===== src/shared/scdc_pkg.sv =====
// shared constants, types and decode functions of the skew clock driver control
package scdc_pkg;

   // ----------------------------------------------------------------
   // timing
   // ----------------------------------------------------------------
   localparam int unsigned MCLK_PERIOD_PS = 10000;
   localparam int unsigned TU_PER_VCO = 16;
   localparam int unsigned PS_PER_US = 1000000;
   localparam int unsigned LO_RANGE_MIN_MHZ = 50;
   localparam int unsigned LO_RANGE_MAX_MHZ = 125;
   localparam int unsigned HI_RANGE_MIN_MHZ = 100;
   localparam int unsigned HI_RANGE_MAX_MHZ = 250;
   localparam int unsigned LOCK_EDGES = 8;
   localparam int unsigned LOCK_TOL_CYC = 1;

   // ----------------------------------------------------------------
   // widths and reset values
   // ----------------------------------------------------------------
   localparam int unsigned PER_W = 16;
   localparam int unsigned BANKS = 5;
   localparam int unsigned GENS = BANKS + 2;
   localparam logic RST_CLK = 1'b0;
   localparam logic RST_OE = 1'b0;

   // ----------------------------------------------------------------
   // three-level pin codes: 2'b11 means nothing drives the pin
   // ----------------------------------------------------------------
   typedef enum logic [1:0] {
      TL_LOW = 2'b00,
      TL_MID = 2'b01,
      TL_HIGH = 2'b10,
      TL_OPEN = 2'b11
   } scdc_tl_t;

   typedef enum logic [1:0] {
      OM_SKEW = 2'b00,
      OM_DIV2 = 2'b01,
      OM_DIV4 = 2'b10,
      OM_INV = 2'b11
   } scdc_stop_style_t;

   typedef enum logic [1:0] {
      LK_HUNT = 2'b00,
      LK_ACQ = 2'b01,
      LK_LOCK = 2'b11
   } scdc_lock_t;

   // level of one three-level wire, 0 low, 1 mid, 2 high; open reads mid
   function automatic logic [1:0] scdc_tl_val(input logic [1:0] code);
      logic [1:0] v;
      v = 2'h1;
      if (code == TL_LOW) begin
         v = 2'h0;
      end else if (code == TL_HIGH) begin
         v = 2'h2;
      end
      return v;
   endfunction

   // feedback divide ratio, index = hi * 3 + lo
   function automatic logic [3:0] scdc_fb_ratio(input logic [3:0] code);
      logic [3:0] idx;
      logic [3:0] r;
      idx = 4'((scdc_tl_val(code[3:2]) * 3) + scdc_tl_val(code[1:0]));
      case (idx)
         4'h0: r = 4'h2;
         4'h1: r = 4'h3;
         4'h2: r = 4'h4;
         4'h3: r = 4'h5;
         4'h4: r = 4'h1;
         4'h5: r = 4'h6;
         4'h6: r = 4'h8;
         4'h7: r = 4'ha;
         default: r = 4'hc;
      endcase
      return r;
   endfunction

endpackage


===== src/hw/scdc_skew_dec.sv =====
// decodes one three-wire three-level skew selector into mode and skew steps
`timescale 1ns/10ps
`default_nettype none
module scdc_skew_dec
   import scdc_pkg::*;
(
   input wire logic [5:0] sel,
   output scdc_stop_style_t mode,
   output logic signed [3:0] skew
);

   // ----------------------------------------------------------------
   // decode
   // ----------------------------------------------------------------
   logic [1:0] top;
   logic [3:0] low_idx;

   // low two wires form an index 0..8, top wire picks the half
   always_comb begin
      top = scdc_tl_val(sel[5:4]);
      low_idx = 4'((scdc_tl_val(sel[3:2]) * 3) + scdc_tl_val(sel[1:0]));
      mode = OM_SKEW;
      skew = 4'sh0;
      if (top == 2'h0) begin
         if (low_idx == 4'h0) begin
            mode = OM_DIV2;
         end else if (low_idx != 4'h8) begin
            skew = 4'(4'h8 - low_idx);
         end
      end else if (top == 2'h2) begin
         if (low_idx == 4'h0) begin
            mode = OM_INV;
         end else if (low_idx == 4'h8) begin
            mode = OM_DIV4;
         end else begin
            skew = 4'(4'h0 - low_idx);
         end
      end
      // mid on the top wire has no entry: treated as zero skew
   end

endmodule
`default_nettype wire


===== src/hw/scdc_out_gen.sv =====
// one output clock: waveform from vco phase, synchronous stop, power-down levels
`timescale 1ns/10ps
`default_nettype none
module scdc_out_gen
   import scdc_pkg::*;
#(
   parameter bit INVERT_OUT = 1'b0
)(
   input wire logic mclk,
   input wire logic rst,
   input wire logic [3:0] phase,
   input wire logic [1:0] vdiv,
   input wire logic ref_lvl,
   input wire logic bypass,
   input wire logic power_down_n,
   input wire logic polarity,
   input wire logic stop_req,
   input wire logic style,
   input wire scdc_stop_style_t mode,
   input wire logic signed [3:0] skew,
   output logic clk_out,
   output logic oe_out
);

   // ----------------------------------------------------------------
   // waveform and stop state
   // ----------------------------------------------------------------
   logic raw;
   logic [3:0] shifted;
   logic stop_lvl;
   logic boundary;
   logic raw_q, raw_d;
   logic stopped_q, stopped_d;
   logic clk_q, clk_d;
   logic oe_q, oe_d;

   always_comb begin
      shifted = 4'(phase - skew);
      // high half of the vco period, rising edge at phase zero
      case (mode)
         OM_DIV2: raw = ~vdiv[0];
         OM_DIV4: raw = ~vdiv[1];
         OM_INV: raw = phase[3];
         default: raw = ~shifted[3];
      endcase
      // bypass passes the reference straight through
      if (bypass) begin
         raw = ref_lvl;
      end
      if (INVERT_OUT) begin
         raw = ~raw;
      end
      // gated level opposite to polarity, complement takes polarity
      stop_lvl = INVERT_OUT ? polarity : ~polarity;
      // change stop state only on an edge into the stop level
      boundary = (raw != raw_q) && (raw == stop_lvl);
      raw_d = power_down_n ? raw : raw_q;
      stopped_d = boundary ? stop_req : stopped_q;
      // power-down freezes waveform, and picks the stop form
      if (!power_down_n) begin
         clk_d = stop_lvl;
         oe_d = style;
      end else if (stopped_d) begin
         // halted bank, tri-state when style is low
         clk_d = stop_lvl;
         oe_d = style;
      end else begin
         clk_d = raw;
         oe_d = 1'b1;
      end
   end

   // registers only
   always_ff @(posedge mclk) begin
      if (rst) begin
         raw_q <= RST_CLK;
         stopped_q <= 1'b0;
         clk_q <= RST_CLK;
         oe_q <= RST_OE;
      end else begin
         raw_q <= raw_d;
         stopped_q <= stopped_d;
         clk_q <= clk_d;
         oe_q <= oe_d;
      end
   end

   assign clk_out = clk_q;
   assign oe_out = oe_q;

endmodule
`default_nettype wire


===== src/hw/scdc_top.sv =====
// top of the skew clock driver control: reference choice, lock, vco model, outputs
`timescale 1ns/10ps
`default_nettype none

// Contract
// - ref_sel low picks ref_in_a, high picks ref_in_b.
// - a bank whose stop input is high halts both outputs synchronously.
// - gated stop holds outputs opposite to the edge polarity level.
// - with stop style low a stopped bank is tri-stated.
// - outputs align to rising reference edge when polarity high, else falling.
// - each bank and the feedback have a three-wire three-level selector.
// - bypass high disables the pll and passes the reference to every output.
// - power_down_n low disables inputs and stops all internal switching.
// - with stop style high, power-down gates banks and true feedback opposite, complement at polarity.
// - lock high when locked, low when outputs may not follow the reference.
// - vco_range_sel picks one of two oscillator ranges.
// - a two-wire three-level selector sets the feedback divide ratio.
// - five banks of two outputs plus true and complement feedback.
// - feedback divider codes map to 2,3,4,5,1,6,8,10,12.
// - skew step is a sixteenth of vco period; two vco frequency bands.
// - an undriven three-level pin reads as mid.
module scdc_top
   import scdc_pkg::*;
#(
   parameter int unsigned RANGE_SCALE = 16,
   parameter int unsigned LOCK_COUNT = LOCK_EDGES
)(
   input wire logic mclk,
   input wire logic rst,
   input wire logic ref_in_a,
   input wire logic ref_in_b,
   input wire logic ref_sel,
   input wire logic [BANKS-1:0] bank_stop_n,
   input wire logic stop_style,
   input wire logic edge_polarity_sel,
   input wire logic [BANKS-1:0][5:0] bank_skew_sel,
   input wire logic [5:0] feedback_skew_sel,
   input wire logic vco_range_sel,
   input wire logic [3:0] fb_divider_sel,
   input wire logic power_down_n,
   input wire logic pll_bypass,
   output logic lock_out,
   output logic [2*BANKS-1:0] bank_clk_out,
   output logic [2*BANKS-1:0] bank_clk_oe,
   output logic feedback_clk_out,
   output logic feedback_clk_oe,
   output logic feedback_clk_out_n,
   output logic feedback_clk_oe_n
);

   // ----------------------------------------------------------------
   // vco period bounds in mclk cycles
   // ----------------------------------------------------------------
   // the model runs the vco RANGE_SCALE times slower than the real part,
   // since sixteen skew steps per vco period must fit in mclk cycles
   localparam int unsigned LO_MIN_CYC =
      (PS_PER_US * RANGE_SCALE + LO_RANGE_MAX_MHZ * MCLK_PERIOD_PS - 1) /
      (LO_RANGE_MAX_MHZ * MCLK_PERIOD_PS);
   localparam int unsigned LO_MAX_CYC =
      (PS_PER_US * RANGE_SCALE) / (LO_RANGE_MIN_MHZ * MCLK_PERIOD_PS);
   localparam int unsigned HI_MIN_CYC =
      (PS_PER_US * RANGE_SCALE + HI_RANGE_MAX_MHZ * MCLK_PERIOD_PS - 1) /
      (HI_RANGE_MAX_MHZ * MCLK_PERIOD_PS);
   localparam int unsigned HI_MAX_CYC =
      (PS_PER_US * RANGE_SCALE) / (HI_RANGE_MIN_MHZ * MCLK_PERIOD_PS);
   localparam logic [PER_W-1:0] PER_MAX = '1;

   // ----------------------------------------------------------------
   // reference selection and edge detection
   // ----------------------------------------------------------------
   logic ref_lvl_q, ref_lvl_d;
   logic ref_sel_q, ref_sel_d;
   logic ref_edge;
   logic sel_change;

   always_comb begin
      ref_lvl_d = ref_sel ? ref_in_b : ref_in_a;
      ref_sel_d = ref_sel;
      // inputs disabled in power-down: hold the last level
      if (!power_down_n) begin
         ref_lvl_d = ref_lvl_q;
         ref_sel_d = ref_sel_q;
      end
      // align on rising edge when polarity high, falling when low
      if (edge_polarity_sel) begin
         ref_edge = ref_lvl_d & ~ref_lvl_q;
      end else begin
         ref_edge = ~ref_lvl_d & ref_lvl_q;
      end
      sel_change = ref_sel_d != ref_sel_q;
   end

   always_ff @(posedge mclk) begin
      if (rst) begin
         ref_lvl_q <= 1'b0;
         ref_sel_q <= 1'b0;
      end else begin
         ref_lvl_q <= ref_lvl_d;
         ref_sel_q <= ref_sel_d;
      end
   end

   // ----------------------------------------------------------------
   // reference period measurement and lock
   // ----------------------------------------------------------------
   logic [PER_W-1:0] pcnt_q, pcnt_d;
   logic [PER_W-1:0] per_q, per_d;
   logic [PER_W-1:0] new_per;
   logic [PER_W-1:0] per_lo, per_hi;
   logic [PER_W-1:0] per_diff;
   logic [3:0] ratio;
   logic [7:0] match_q, match_d;
   logic period_ok;
   scdc_lock_t lk_q, lk_d;
   logic lock_q, lock_d;

   always_comb begin
      // feedback divider ratio from its selector
      ratio = scdc_fb_ratio(fb_divider_sel);
      new_per = (pcnt_q == PER_MAX) ? PER_MAX : PER_W'(pcnt_q + 1'b1);
      // vco period P/ratio must sit inside the chosen band
      if (vco_range_sel) begin
         per_lo = PER_W'(ratio * HI_MIN_CYC);
         per_hi = PER_W'(ratio * HI_MAX_CYC);
      end else begin
         per_lo = PER_W'(ratio * LO_MIN_CYC);
         per_hi = PER_W'(ratio * LO_MAX_CYC);
      end
      per_diff = (new_per > per_q) ? PER_W'(new_per - per_q) : PER_W'(per_q - new_per);
      period_ok = (new_per >= per_lo) && (new_per <= per_hi) &&
                  (per_diff <= PER_W'(LOCK_TOL_CYC));
      pcnt_d = ref_edge ? '0 : new_per;
      per_d = ref_edge ? new_per : per_q;
      match_d = match_q;
      lk_d = lk_q;
      case (lk_q)
         LK_HUNT: begin
            match_d = 8'h0;
            if (ref_edge && period_ok) begin
               lk_d = LK_ACQ;
            end
         end
         LK_ACQ: begin
            if (ref_edge) begin
               if (!period_ok) begin
                  lk_d = LK_HUNT;
               end else if (match_d == 8'(LOCK_COUNT - 1)) begin
                  lk_d = LK_LOCK;
               end else begin
                  match_d = 8'(match_q + 1'b1);
               end
            end
         end
         default: begin
            if (ref_edge && !period_ok) begin
               lk_d = LK_HUNT;
            end
         end
      endcase
      // a reference that stops drops lock once the count passes per_hi
      if (new_per > per_hi && lk_q == LK_LOCK) begin
         lk_d = LK_HUNT;
      end
      // reference switch is a disturbance, bypass disables pll
      if (sel_change || pll_bypass || !power_down_n) begin
         lk_d = LK_HUNT;
      end
      if (!power_down_n) begin
         pcnt_d = pcnt_q;
         per_d = per_q;
      end
      // lock indicator follows the locked state
      lock_d = lk_d == LK_LOCK;
   end

   always_ff @(posedge mclk) begin
      if (rst) begin
         pcnt_q <= '0;
         per_q <= '0;
         match_q <= 8'h0;
         lk_q <= LK_HUNT;
         lock_q <= 1'b0;
      end else begin
         pcnt_q <= pcnt_d;
         per_q <= per_d;
         match_q <= match_d;
         lk_q <= lk_d;
         lock_q <= lock_d;
      end
   end

   // ----------------------------------------------------------------
   // vco model: skew steps from an accumulator
   // ----------------------------------------------------------------
   // each cycle adds 16*ratio; a wrap past the reference period is one
   // skew step, so sixteen steps make one vco period of P/ratio cycles
   logic [PER_W:0] acc_q, acc_d;
   logic [PER_W:0] acc_sum;
   logic [3:0] phase_q, phase_d;
   logic [1:0] vdiv_q, vdiv_d;
   logic step;

   always_comb begin
      acc_sum = (PER_W + 1)'(acc_q + {ratio, 4'h0});
      // one step is a sixteenth of the vco period
      step = (per_q != '0) && (acc_sum >= {1'b0, per_q});
      acc_d = step ? (PER_W + 1)'(acc_sum - {1'b0, per_q}) : acc_sum;
      phase_d = step ? 4'(phase_q + 1'b1) : phase_q;
      vdiv_d = (step && phase_q == 4'hf) ? 2'(vdiv_q + 1'b1) : vdiv_q;
      // phase zero is pinned to the selected reference edge
      if (ref_edge) begin
         acc_d = '0;
         phase_d = 4'h0;
      end
      if (!power_down_n) begin
         acc_d = acc_q;
         phase_d = phase_q;
         vdiv_d = vdiv_q;
      end
   end

   always_ff @(posedge mclk) begin
      if (rst) begin
         acc_q <= '0;
         phase_q <= 4'h0;
         vdiv_q <= 2'h0;
      end else begin
         acc_q <= acc_d;
         phase_q <= phase_d;
         vdiv_q <= vdiv_d;
      end
   end

   // ----------------------------------------------------------------
   // output generators: five banks, true feedback, complement feedback
   // ----------------------------------------------------------------
   logic [GENS-1:0] gen_clk;
   logic [GENS-1:0] gen_oe;

   // one selector and generator per bank and for feedback
   for (genvar g = 0; g < GENS; g++) begin : gen_out
      scdc_stop_style_t mode;
      logic signed [3:0] skew;

      // open selector pins decode as mid inside the decoder
      scdc_skew_dec u_dec (
         .sel(g < BANKS ? bank_skew_sel[g % BANKS] : feedback_skew_sel),
         .mode(mode),
         .skew(skew)
      );

      // complement feedback instance stops at the polarity level
      scdc_out_gen #(
         .INVERT_OUT(g == GENS - 1)
      ) u_gen (
         .mclk(mclk),
         .rst(rst),
         .phase(phase_q),
         .vdiv(vdiv_q),
         .ref_lvl(ref_lvl_q),
         .bypass(pll_bypass),
         .power_down_n(power_down_n),
         .polarity(edge_polarity_sel),
         .stop_req(g < BANKS ? bank_stop_n[g % BANKS] : 1'b0),
         .style(stop_style),
         .mode(mode),
         .skew(skew),
         .clk_out(gen_clk[g]),
         .oe_out(gen_oe[g])
      );
   end

   // both pins of a bank share one flip-flop
   for (genvar b = 0; b < BANKS; b++) begin : gen_pins
      assign bank_clk_out[2*b+1:2*b] = {2{gen_clk[b]}};
      assign bank_clk_oe[2*b+1:2*b] = {2{gen_oe[b]}};
   end

   assign feedback_clk_out = gen_clk[BANKS];
   assign feedback_clk_oe = gen_oe[BANKS];
   assign feedback_clk_out_n = gen_clk[BANKS+1];
   assign feedback_clk_oe_n = gen_oe[BANKS+1];
   assign lock_out = lock_q;

endmodule
`default_nettype wire


===== config.mk =====
export PLATFORM = sky130hd
export DESIGN_NAME = scdc_top
export DESIGN_NICKNAME = d
export VERILOG_FILES = /design/src/shared/scdc_pkg.sv /design/src/hw/scdc_skew_dec.sv /design/src/hw/scdc_out_gen.sv /design/src/hw/scdc_top.sv
export SDC_FILE = /design/constraint.sdc
export NUM_CORES = 1
export LEC_CHECK = 0
export ABC_CLOCK_PERIOD_IN_PS = 9700
export BUFFER_PORTS_ARGS = -buffer_cell sky130_fd_sc_hd__buf_2
export CAP_MARGIN = 20
export CELL_PAD_IN_SITES_DETAIL_PLACEMENT = 1
export CELL_PAD_IN_SITES_GLOBAL_PLACEMENT = 1
export CORE_ASPECT_RATIO = 0.75
export CORE_MARGIN = 2
export CORE_UTILIZATION = 35
export DETAILED_ROUTE_END_ITERATION = 12
export PLACE_DENSITY_LB_ADDON = 0.08
export SLEW_MARGIN = 20
export SYNTH_ARGS = -nofsm -noshare
export SYNTH_HDL_FRONTEND = slang
export SYNTH_SLANG_ARGS = --single-unit

===== constraint.sdc =====
create_clock -name mclk -period 9.7 [get_ports mclk]
set_clock_uncertainty 0.1 [all_clocks]
set_input_delay 1.94 -clock mclk [delete_from_list [all_inputs] [get_ports mclk]]
set_output_delay 1.94 -clock mclk [all_outputs]
set_load 0.01 [all_outputs]

==> results of run 1 <==
[cells by family after synthesis]
logic type	Yosys count	synth area share, %
buf+inv	168	7.32
xor+xnor	68	6.38
mux	48	4.84
compound gates	322	21.2
simple gates	444	22.9
fa+ha+maj	135	18.1
flops	96	19.3
[final timing paths]
check,startpoint,to,slack (ns),depth (start not counted)
hold reg to reg,match_q[7],match_q[7],0.38,2
hold / removal,match_q[7],match_q[7],0.38,2
setup / recovery,fb_divider_sel[2],vdiv_q[1],1.91,27
setup reg to reg,pcnt_q[0],match_q[2],3.74,17
[cells in the mapped netlist (all sizes together) (20+ instances only)]
cell type  instances
o21ai             56
clkbuf            49
nor2             117
nand4             23
nor3              24
mux2i             46
a211oi            25
and2              22
xor2              20
ha               119
a21oi            104
nand2             88
dfxtp             96
nor2b             34
nand2b            43
inv               82
a21o              26
buf               36
nand3             26
xnor2             45
[flip-flops by register name (all words and copies together), names as in the netlist, 2 cells and up]
signal                   cells
acc_q                       17
pcnt_q                      16
per_q                       16
match_q                      8
gen_out.u_gen.clk_out        7
gen_out.u_gen.oe_out         7
gen_out.u_gen.raw_q          7
gen_out.u_gen.stopped_q      7
phase_q                      4
lk_q                         2
vdiv_q                       2
[through the flow]
stage	total power, mW	setup slack, ns	utilization (%)	cell area (um^2)
after CTS	2.02	1.89	38.6	10800
after detailed placement	1.60	1.52	37.5	10500
final	2.01	1.91	38.6	10800
after global routing	2.17	1.40	38.6	10800
after floorplan	1.32	1.97	-	9980
after global placement	1.59	1.63	37.5	10500
[critical path, delay by kind of cell]
family	cells	cell delay, ns
simple gates	12	2.97
xor+xnor	1	0.20
fa+ha+maj	6	1.91
buf+inv	2	0.17
compound gates	6	0.79
[power groups by stage]
stage | Clock [mW] | Combinational [mW] | Sequential (mW)
6_report | 0.408 | 1.13 | 0.474
5_1_grt | 0.432 | 1.26 | 0.480
4_1_cts | 0.419 | 1.13 | 0.474
3_5_place_dp | 0 | 1.12 | 0.482
3_3_place_gp | 0 | 1.11 | 0.482
2_1_floorplan | 0 | 0.852 | 0.466
[layout make-up]
cell class                 count  share of cell area, %
clock inverter                 7                  0.901
tap                          385                   4.45
timing repair buffer          87                   4.21
antenna                        1                 0.0231
sequential                    96                   17.7
clock buffer                   9                   2.08
inverter                      83                   2.88
multi-input combinational   1017                   67.7
[per-layer routing]
layer | global-route usage (%) | share of wire [%]
met5 | 0 | 0
met4 | 2.61 | 0.54
met3 | 3.00 | 3.7
met2 | 30.6 | 40
met1 | 34.2 | 56
==> flow_summary.yaml, run 1 <==
run_status:
  status: "complete, no violations"
sta:
  maxSlewHeadroom_pct: 28.5
  final_hold_viol_count: 0
  worst_slew_pin_slew_ns: 1.07
  fin_hold_ws_ns: 0.380
  period_needed_ns: 7.79
  setup_viol: 0
  tns_ns: 0
  timing.final.crit_share_pct: 80.4
  fmax_mhz: 128
  rsz0062_at_grt: "false"
  final_max_slew_viol_count: 0
logic_synthesis:
  synth_nets: 1471
  synthTopCellsByArea: "dfxtp_1 19%, ha_1 15%, a21oi_1 5.1%"
  synth_flop_cell: "dfxtp_1"
  seq_area_frac_synth_pct: 19.3
  synth-edff-count: 0
  syn_avg_cell_area_um2: 7.79
  synth_area_um2: 9980
  yosysTopAreaCell: "dfxtp_1"
  yosysWarnings: 0
  synthesis.instances: 1281
  synth-seq-cells: 96
  ys_async_sr_fraction_pct: 0
  synthDistinctLibCells: 79
  synth_top_area_share_pct: 19.3
route:
  wl_per_cell_um: 18.5
  via_count: 9066
  dr.pass1.iters: 4
  drt_iter0_markers: 492
  ant_nets: 0
  drt-total-wl_um: 31100
  drc: 0
  via_per_inst: 5.38
power_and_ir_drop:
  p_comb_share_pct: 56.1
  pwr-share-clk_pct: 20.3
  vdd_drop_max_uv: 86.4
  leakagePower_nw: 4.82
  power_frac_seq_pct: 23.6
  internal_power_mw: 1.12
  switching_share_pct: 44.1
  p_per_area_nw_per_um2: 186
  p_sw_mw: 0.887
global_routing:
  grt_antenna_before_repair: 0
  grt_overflow: 0
  grt_pass1_wl_um: 50100
  grt_pass1_vias: 8873
  grt_max_degree: 66
  grt.total_usage_pct: 21.4
cts:
  cts.repair.resized: 0
  cts_buffer_depth: 2
  clk_pin_slew_worst_paths_ns: 0.08
  hold_buffers: 0
  cts_max_level: 3
  clock-sinks: 96
  post_cts_buffers: 0
  tritoncts: "yes"
  ctsRootBufferMaster: "clkbuf_16"
  cts_buffers: 9
  insertion_delay_ns: 0.38
floorplan:
  rows: 53
  fp.dieW_um: 199
  ios: 80
  die_y_um: 150
  die_area_um2: 29900
  core_um2: 28100
  initial_core_util_pct: 35.6
final_layout:
  multi_input_area_um2: 7330
  syn2layout_area_growth_pct: 8.50
  final_cell_mix: "119 x ha_1, 117 x nor2_1, 102 x a21oi_1"
  fillCellCount: 3449
  layout_commonest_cell: "ha_1"
  register_area_um2: 1920
  final_cells: 1685
  layout-drive-gt1-share_pct: 11.2
  fin_nets: 1484
placement:
  place_congestion: 0.822
  io_buffers: 79
  dp_hpwl_um: 24600
  dp_cells: 1668
critical_path:
  criticalPathCategory: "in2reg"
  cpMaxStageDelayCell: "nor2b_1"
  start_kind: "input port"
  cp_max_fo: 12
  required_ns: 9.89
  cp_data_arrival_time_ns: 7.99
  slowest_delay_ns: 0.52
  end_kind: "register"
hold_path:
  hold_path.class: "reg2reg"
run:
  drv_cap: 0
No activity file was read; power rests on OpenSTA's default activity.
==> inputs of run 2 (changes only) <==
--- a/config.mk
+++ b/config.mk
@@ -5,7 +5,7 @@
 export SDC_FILE = /design/constraint.sdc
 export NUM_CORES = 1
 export LEC_CHECK = 0
-export ABC_CLOCK_PERIOD_IN_PS = 9700
+export ABC_CLOCK_PERIOD_IN_PS = 6900
 export BUFFER_PORTS_ARGS = -buffer_cell sky130_fd_sc_hd__buf_2
 export CAP_MARGIN = 20
 export CELL_PAD_IN_SITES_DETAIL_PLACEMENT = 1
==> constraint.sdc (replaced) <==
create_clock -name mclk -period 6.9 [get_ports mclk]
set_clock_uncertainty 0.1 [all_clocks]
set_input_delay 1.38 -clock mclk [delete_from_list [all_inputs] [get_ports mclk]]
set_output_delay 1.38 -clock mclk [all_outputs]
set_load 0.01 [all_outputs]
==> run 2 against run 1 <==
Effect of this change:
- core utilization up 1.6 points
- total power up 45%
- clock power up 25%
- global-route usage shrank 0.20 points
- clock-buffer cell count unchanged
- sequential power is 40% higher
- final cell count is 2.3% higher
- sequential share of layout area down 0.69 points
- register-to-register slack got worse by 2.5 ns
- critical endpoint is now acc_q[8]
==> flow_summary.yaml, run 2 (synthesis gave the netlist of run 1 again) <==
placement:
  place_congestion: 0.826
  dp_hpwl_um: 24700
  placed_area_um2: 10800
  io_buffers: 79
cts:
  cts_max_level: 3
  clk_pin_slew_worst_paths_ns: 0.08
  hold_buffers: 0
  clock-sinks: 96
  tritoncts: "yes"
  insertion_delay_ns: 0.36
  cts_buffers: 9
  ctsRootBufferMaster: "clkbuf_16"
  cts_buffer_depth: 2
final_layout:
  fillCellCount: 3417
  largest_reg_flops: 17
  final_area_um2: 11300
  syn2layout_area_growth_pct: 12.9
  layout_commonest_cell: "ha_1"
  layout-drive-gt1-share_pct: 15.5
  final_cell_mix: "118 x ha_1, 115 x nor2_1, 96 x a21oi_1, 96 x dfxtp_1, 88 x nand2_1"
  fin_nets: 1523
  largest_registers: "acc_q: 17 flops, pcnt_q: 16 flops, per_q: 16 flops"
  diodes: 0
  largest_register: "acc_q"
power_and_ir_drop:
  p_per_area_nw_per_um2: 259
  vdd_drop_max_uv: 149
  total_power_mw: 2.92
  leakagePower_nw: 5.04
floorplan:
  die_y_um: 150
  rows: 53
  fp.dieW_um: 199
  core_um2: 28100
  initial_core_util_pct: 35.6
  ios: 80
  die_area_um2: 29900
route:
  drt-total-wl_um: 30900
  drc: 0
  wl_per_cell_um: 18.0
  dr.pass1.iters: 5
  drt_iter0_markers: 476
  via_per_inst: 5.34
  ant_nets: 0
  via_count: 9204
run_status:
  status: "complete, no violations"
run:
  drv_cap: 0
sta:
  timing.final.crit_share_pct: 96.9
  final_max_slew_viol_count: 0
  final_hold_viol_count: 0
  period_needed_ns: 6.68
  rsz0062_at_grt: "true"
  maxSlewHeadroom_pct: 36.6
  fmax_mhz: 150
  setup_viol: 0
  fin_hold_ws_ns: 0.381
  worst_slew_pin_slew_ns: 0.944
critical_path:
  slowest_delay_ns: 0.45
  cp_max_fo: 12
  r2r_end: "match_q[2]"
  critPathTopFamily: "adder cells"
  cp_data_arrival_time_ns: 6.80
  cp_num_buf_inv: 6
  critical_path_depth: 29
  reg2reg_slack_ns: 1.20
  required_ns: 7.01
  cpMaxStageDelayCell: "fa_1"
  start_kind: "input port"
  end_kind: "register"
  path_common_cell: "ha_1"
  rr_worst_depth: 18
  r2r-start: "pcnt_q[0]"
  criticalPathCategory: "in2reg"
hold_path:
  holdPathEnd: "match_q[7]"
  min-delay-start: "match_q[7]"
  min_path_cells: 2
  hold_path.class: "reg2reg"
global_routing:
  grt_pass1_vias: 9158
  grt-busiest-layer: "met1"
  use_met3_pct: 2.40
  grt_antenna_before_repair: 0
  grt.total_usage_pct: 21.2
  grt_overflow: 0
  grt_max_degree: 66
  grt.met1_usage_pct: 33.1
  grt_pass1_wl_um: 50100
  grt_util_met2_pct: 31.8
-- run 2: worst max path at each step --
stage / start / end / slack (ns)
3_5_place_dp: fb_divider_sel[2] / match_q[4] / -0.33
3_3_place_gp: fb_divider_sel[2] / match_q[3] / -0.26
2_1_floorplan: fb_divider_sel[2] / vdiv_q[1] / 0.06
4_1_cts: fb_divider_sel[2] / match_q[4] / 0.04
6_report: fb_divider_sel[2] / acc_q[8] / 0.22
5_1_grt: fb_divider_sel[2] / vdiv_q[1] / -0.08
-- run 2: repair_timing --
action / in CTS / in global routing
gates resized for setup: 0 / 31
endpoints found under the setup margin: 0 / 34
setup buffers: 0 / 5
-- run 2: layer usage --
| layer | wire length (um) | part of all wire, % | vias up |
|---|---|---|---|
| met4 | 129 | 0.42 | 0 |
| met1 | 17500 | 56 | 4459 |
| met5 | 0 | 0 | - |
| met3 | 653 | 2.1 | 13 |
| met2 | 12700 | 41 | 103 |
| li1 | - | - | 4629 |
-- run 2: power by group --
| part | total [mW] | internal (mW) | switching [mW] |
|---|---|---|---|
| Clock | 0.510 | 0.256 | 0.254 |
| Combinational | 1.75 | 0.801 | 0.944 |
| Sequential | 0.665 | 0.608 | 0.0574 |
-- run 2: stage by stage --
| step | cells | util [%] | setup TNS [ns] | setup WS (ns) |
|---|---|---|---|---|
| global placement | 1702 | 38.4 | -2.84 | -0.258 |
| floorplan | 1281 | - | 0 | 0.0575 |
| CTS | 1718 | 39.5 | 0 | 0.0387 |
| detailed placement | 1702 | 38.4 | -5.86 | -0.332 |
| global route | 1723 | 40.2 | -0.322 | -0.0838 |
| finish | 1723 | 40.2 | 0 | 0.216 |
-- run 2: final cells by class --
type	instances	area, um^2	share of cell area, %
flip-flops and latches	96	1920	17.1
multi-input cells	1017	7490	66.4
repair buffers	126	764	6.78
clock inverters	7	73.8	0.655
well taps	385	482	4.27
clock buffers	9	225	2.00
inverters	83	314	2.79
-- run 2: worst register-to-register path, cell delays in order (launching register included) --
cell,delay [ns]
dfxtp_1,0.46
ha_1,0.23
nand3_1,0.27
or4_1,0.67
nand2_1,0.24
inv_1,0.12
ha_1,0.26
fa_1,0.42
nand2b_1,0.21
a21o_1,0.23
a21oi_2,0.19
a211oi_2,0.11
nand2b_1,0.26
mux2i_1,0.25
xor2_1,0.73
nand3_1,0.15
or3_4,0.39
o211ai_1,0.20
a21oi_2,0.07
==> inputs of run 3 (changes only) <==
--- a/config.mk
+++ b/config.mk
@@ -15,6 +15,7 @@
 export CORE_UTILIZATION = 35
 export DETAILED_ROUTE_END_ITERATION = 12
 export PLACE_DENSITY_LB_ADDON = 0.08
+export RECOVER_POWER = 50
 export SLEW_MARGIN = 20
 export SYNTH_ARGS = -nofsm -noshare
 export SYNTH_HDL_FRONTEND = slang
==> run 3 against run 2 <==
Effect of this change:
- the flow now finishes with violations (capacitance limit, slew limit)
- routed wire length barely moved
- sequential power barely moved
- critical endpoint unchanged
- final cell count did not move
- largest power group unchanged
==> flow_summary.yaml, run 3 (synthesis gave the netlist of run 1 again) <==
run_status:
  status: "finished, violations left"
  violations: "capacitance limit, slew limit"
run:
  drv_cap: 2
final_layout:
  fin_nets: 1523
  layout-drive-gt1-share_pct: 13.5
  largest_register: "acc_q"
  fillCellCount: 3434
  largest_registers: "acc_q: 17 flops, pcnt_q: 16 flops, per_q: 16 flops"
  diodes: 0
  syn2layout_area_growth_pct: 12.5
  fin_util_pct: 40.0
  final_cell_mix: "118 x ha_1, 115 x nor2_1, 96 x a21oi_1, 96 x dfxtp_1, 88 x nand2_1"
  layout_commonest_cell: "ha_1"
  final_cells: 1723
  largest_reg_flops: 17
sta:
  setup_slack_ns: 0.211
  final_hold_viol_count: 0
  rsz0062_at_grt: "true"
  final_max_slew_viol_count: 62
  fmax_mhz: 149
  period_needed_ns: 6.69
  maxSlewHeadroom_pct: -22.7
  worst_slew_pin_slew_ns: 1.84
  tns_ns: 0
  timing.final.crit_share_pct: 96.9
  setup_viol: 0
critical_path:
  slowest_delay_ns: 0.45
  critPathTopFamily: "adder cells"
  reg2reg_slack_ns: 1.17
  rr_worst_depth: 18
  end_kind: "register"
  required_ns: 7.01
  start_kind: "input port"
  cp_data_arrival_time_ns: 6.80
  cpMaxStageDelayCell: "fa_1"
  r2r-start: "pcnt_q[0]"
  criticalPathCategory: "in2reg"
  path_common_cell: "ha_1"
  r2r_end: "match_q[2]"
  cp_max_fo: 12
  cp_num_buf_inv: 6
floorplan:
  ios: 80
  initial_core_util_pct: 35.6
  die_area_um2: 29900
  fp.dieW_um: 199
  die_y_um: 150
  rows: 53
  core_um2: 28100
global_routing:
  grt_pass1_vias: 9158
  grt_antenna_before_repair: 0
  grt_overflow: 0
  grt_pass1_wl_um: 50100
  grt.total_usage_pct: 21.2
  grt_max_degree: 66
hold_path:
  min_path_cells: 2
  holdPathEnd: "match_q[7]"
  min-delay-start: "match_q[7]"
  hold_path.class: "reg2reg"
cts:
  clock-sinks: 96
  cts_buffer_depth: 2
  ctsRootBufferMaster: "clkbuf_16"
  cts_max_level: 3
  cts_buffers: 9
  insertion_delay_ns: 0.36
  clk_pin_slew_worst_paths_ns: 0.08
  tritoncts: "yes"
route:
  wl_per_cell_um: 18.0
  drt_iter0_markers: 416
  dr.pass1.iters: 5
  ant_nets: 0
  via_count: 9215
  drt-total-wl_um: 30900
  drc: 0
  via_per_inst: 5.35
power_and_ir_drop:
  vdd_drop_max_uv: 149
  total_power_mw: 2.92
  leakagePower_nw: 4.95
  p_per_area_nw_per_um2: 260
placement:
  io_buffers: 79
  dp_hpwl_um: 24700
  dp_cells: 1702
  dp_slack_ns: -0.332
  place_congestion: 0.826
==> run 3: per-stage QoR <==
stage,hold slack [ns],instance area [um^2]
finish,0.381,11200
global placement,0.364,10800
floorplan,0.342,9990
CTS,0.389,11100
detailed placement,0.378,10800
global route,0.428,11200
==> run 3: area by class of cell <==
type,instances,area [um^2],area share [%]
clock buffer,9,225,2.01
multi-input combinational,1017,7490,66.7
tap,385,482,4.29
sequential,96,1920,17.1
inverter,83,314,2.80
timing repair buffer,126,728,6.48
clock inverter,7,73.8,0.657
==> run 3: metal layers <==
layer / vias up / GRT usage, % / wire, um / share of wire (%)
li1: 4629 / - / - / -
met1: 4488 / 33.1 / 17500 / 57
met2: 85 / 31.8 / 12700 / 41
met3: 13 / 2.40 / 611 / 2.0
met4: 0 / 2.39 / 129 / 0.42
met5: - / 0 / 0 / 0
==> run 3: worst max path at each step <==
stage                             to  cells past startpoint               from  slack [ns]
after floorplan            vdiv_q[1]                     23  fb_divider_sel[2]        0.06
after global placement    match_q[3]                     26  fb_divider_sel[2]       -0.26
after detailed placement  match_q[4]                     25  fb_divider_sel[2]       -0.33
after CTS                 match_q[4]                     25  fb_divider_sel[2]        0.04
after global routing       vdiv_q[1]                     29  fb_divider_sel[2]       -0.09
final                       acc_q[8]                     29  fb_divider_sel[2]        0.21
==> run 3: what timing repair did <==
item / CTS / global route
hold buffers: 0 / 0
gates resized for setup: 0 / 31
buffers inserted: 0 / 5
endpoints found under the hold margin: 0 / 0
endpoints found under the setup margin: 0 / 34
==> run 3: where the power goes <==
| group | switching, mW | leakage, nW | internal, mW |
|---|---|---|---|
| Combinational | 0.944 | 4.02 | 0.797 |
| Sequential | 0.0578 | 0.784 | 0.608 |
| Clock | 0.254 | 0.147 | 0.256 |
| Total | 1.26 | 4.95 | 1.66 |
==> run 3: worst register-to-register path: stages (launching register included) <==
cell and delay (ns):
dfxtp_1 0.45, ha_1 0.23, nand3_1 0.27, or4_1 0.67
nand2_1 0.25, inv_1 0.13, ha_1 0.26, fa_1 0.42
nand2b_1 0.21, a21o_1 0.23, a21oi_2 0.19, a211oi_2 0.11
nand2b_1 0.26, mux2i_1 0.25, xor2_1 0.75, nand3_1 0.15
or3_4 0.39, o211ai_1 0.20, a21oi_2 0.07
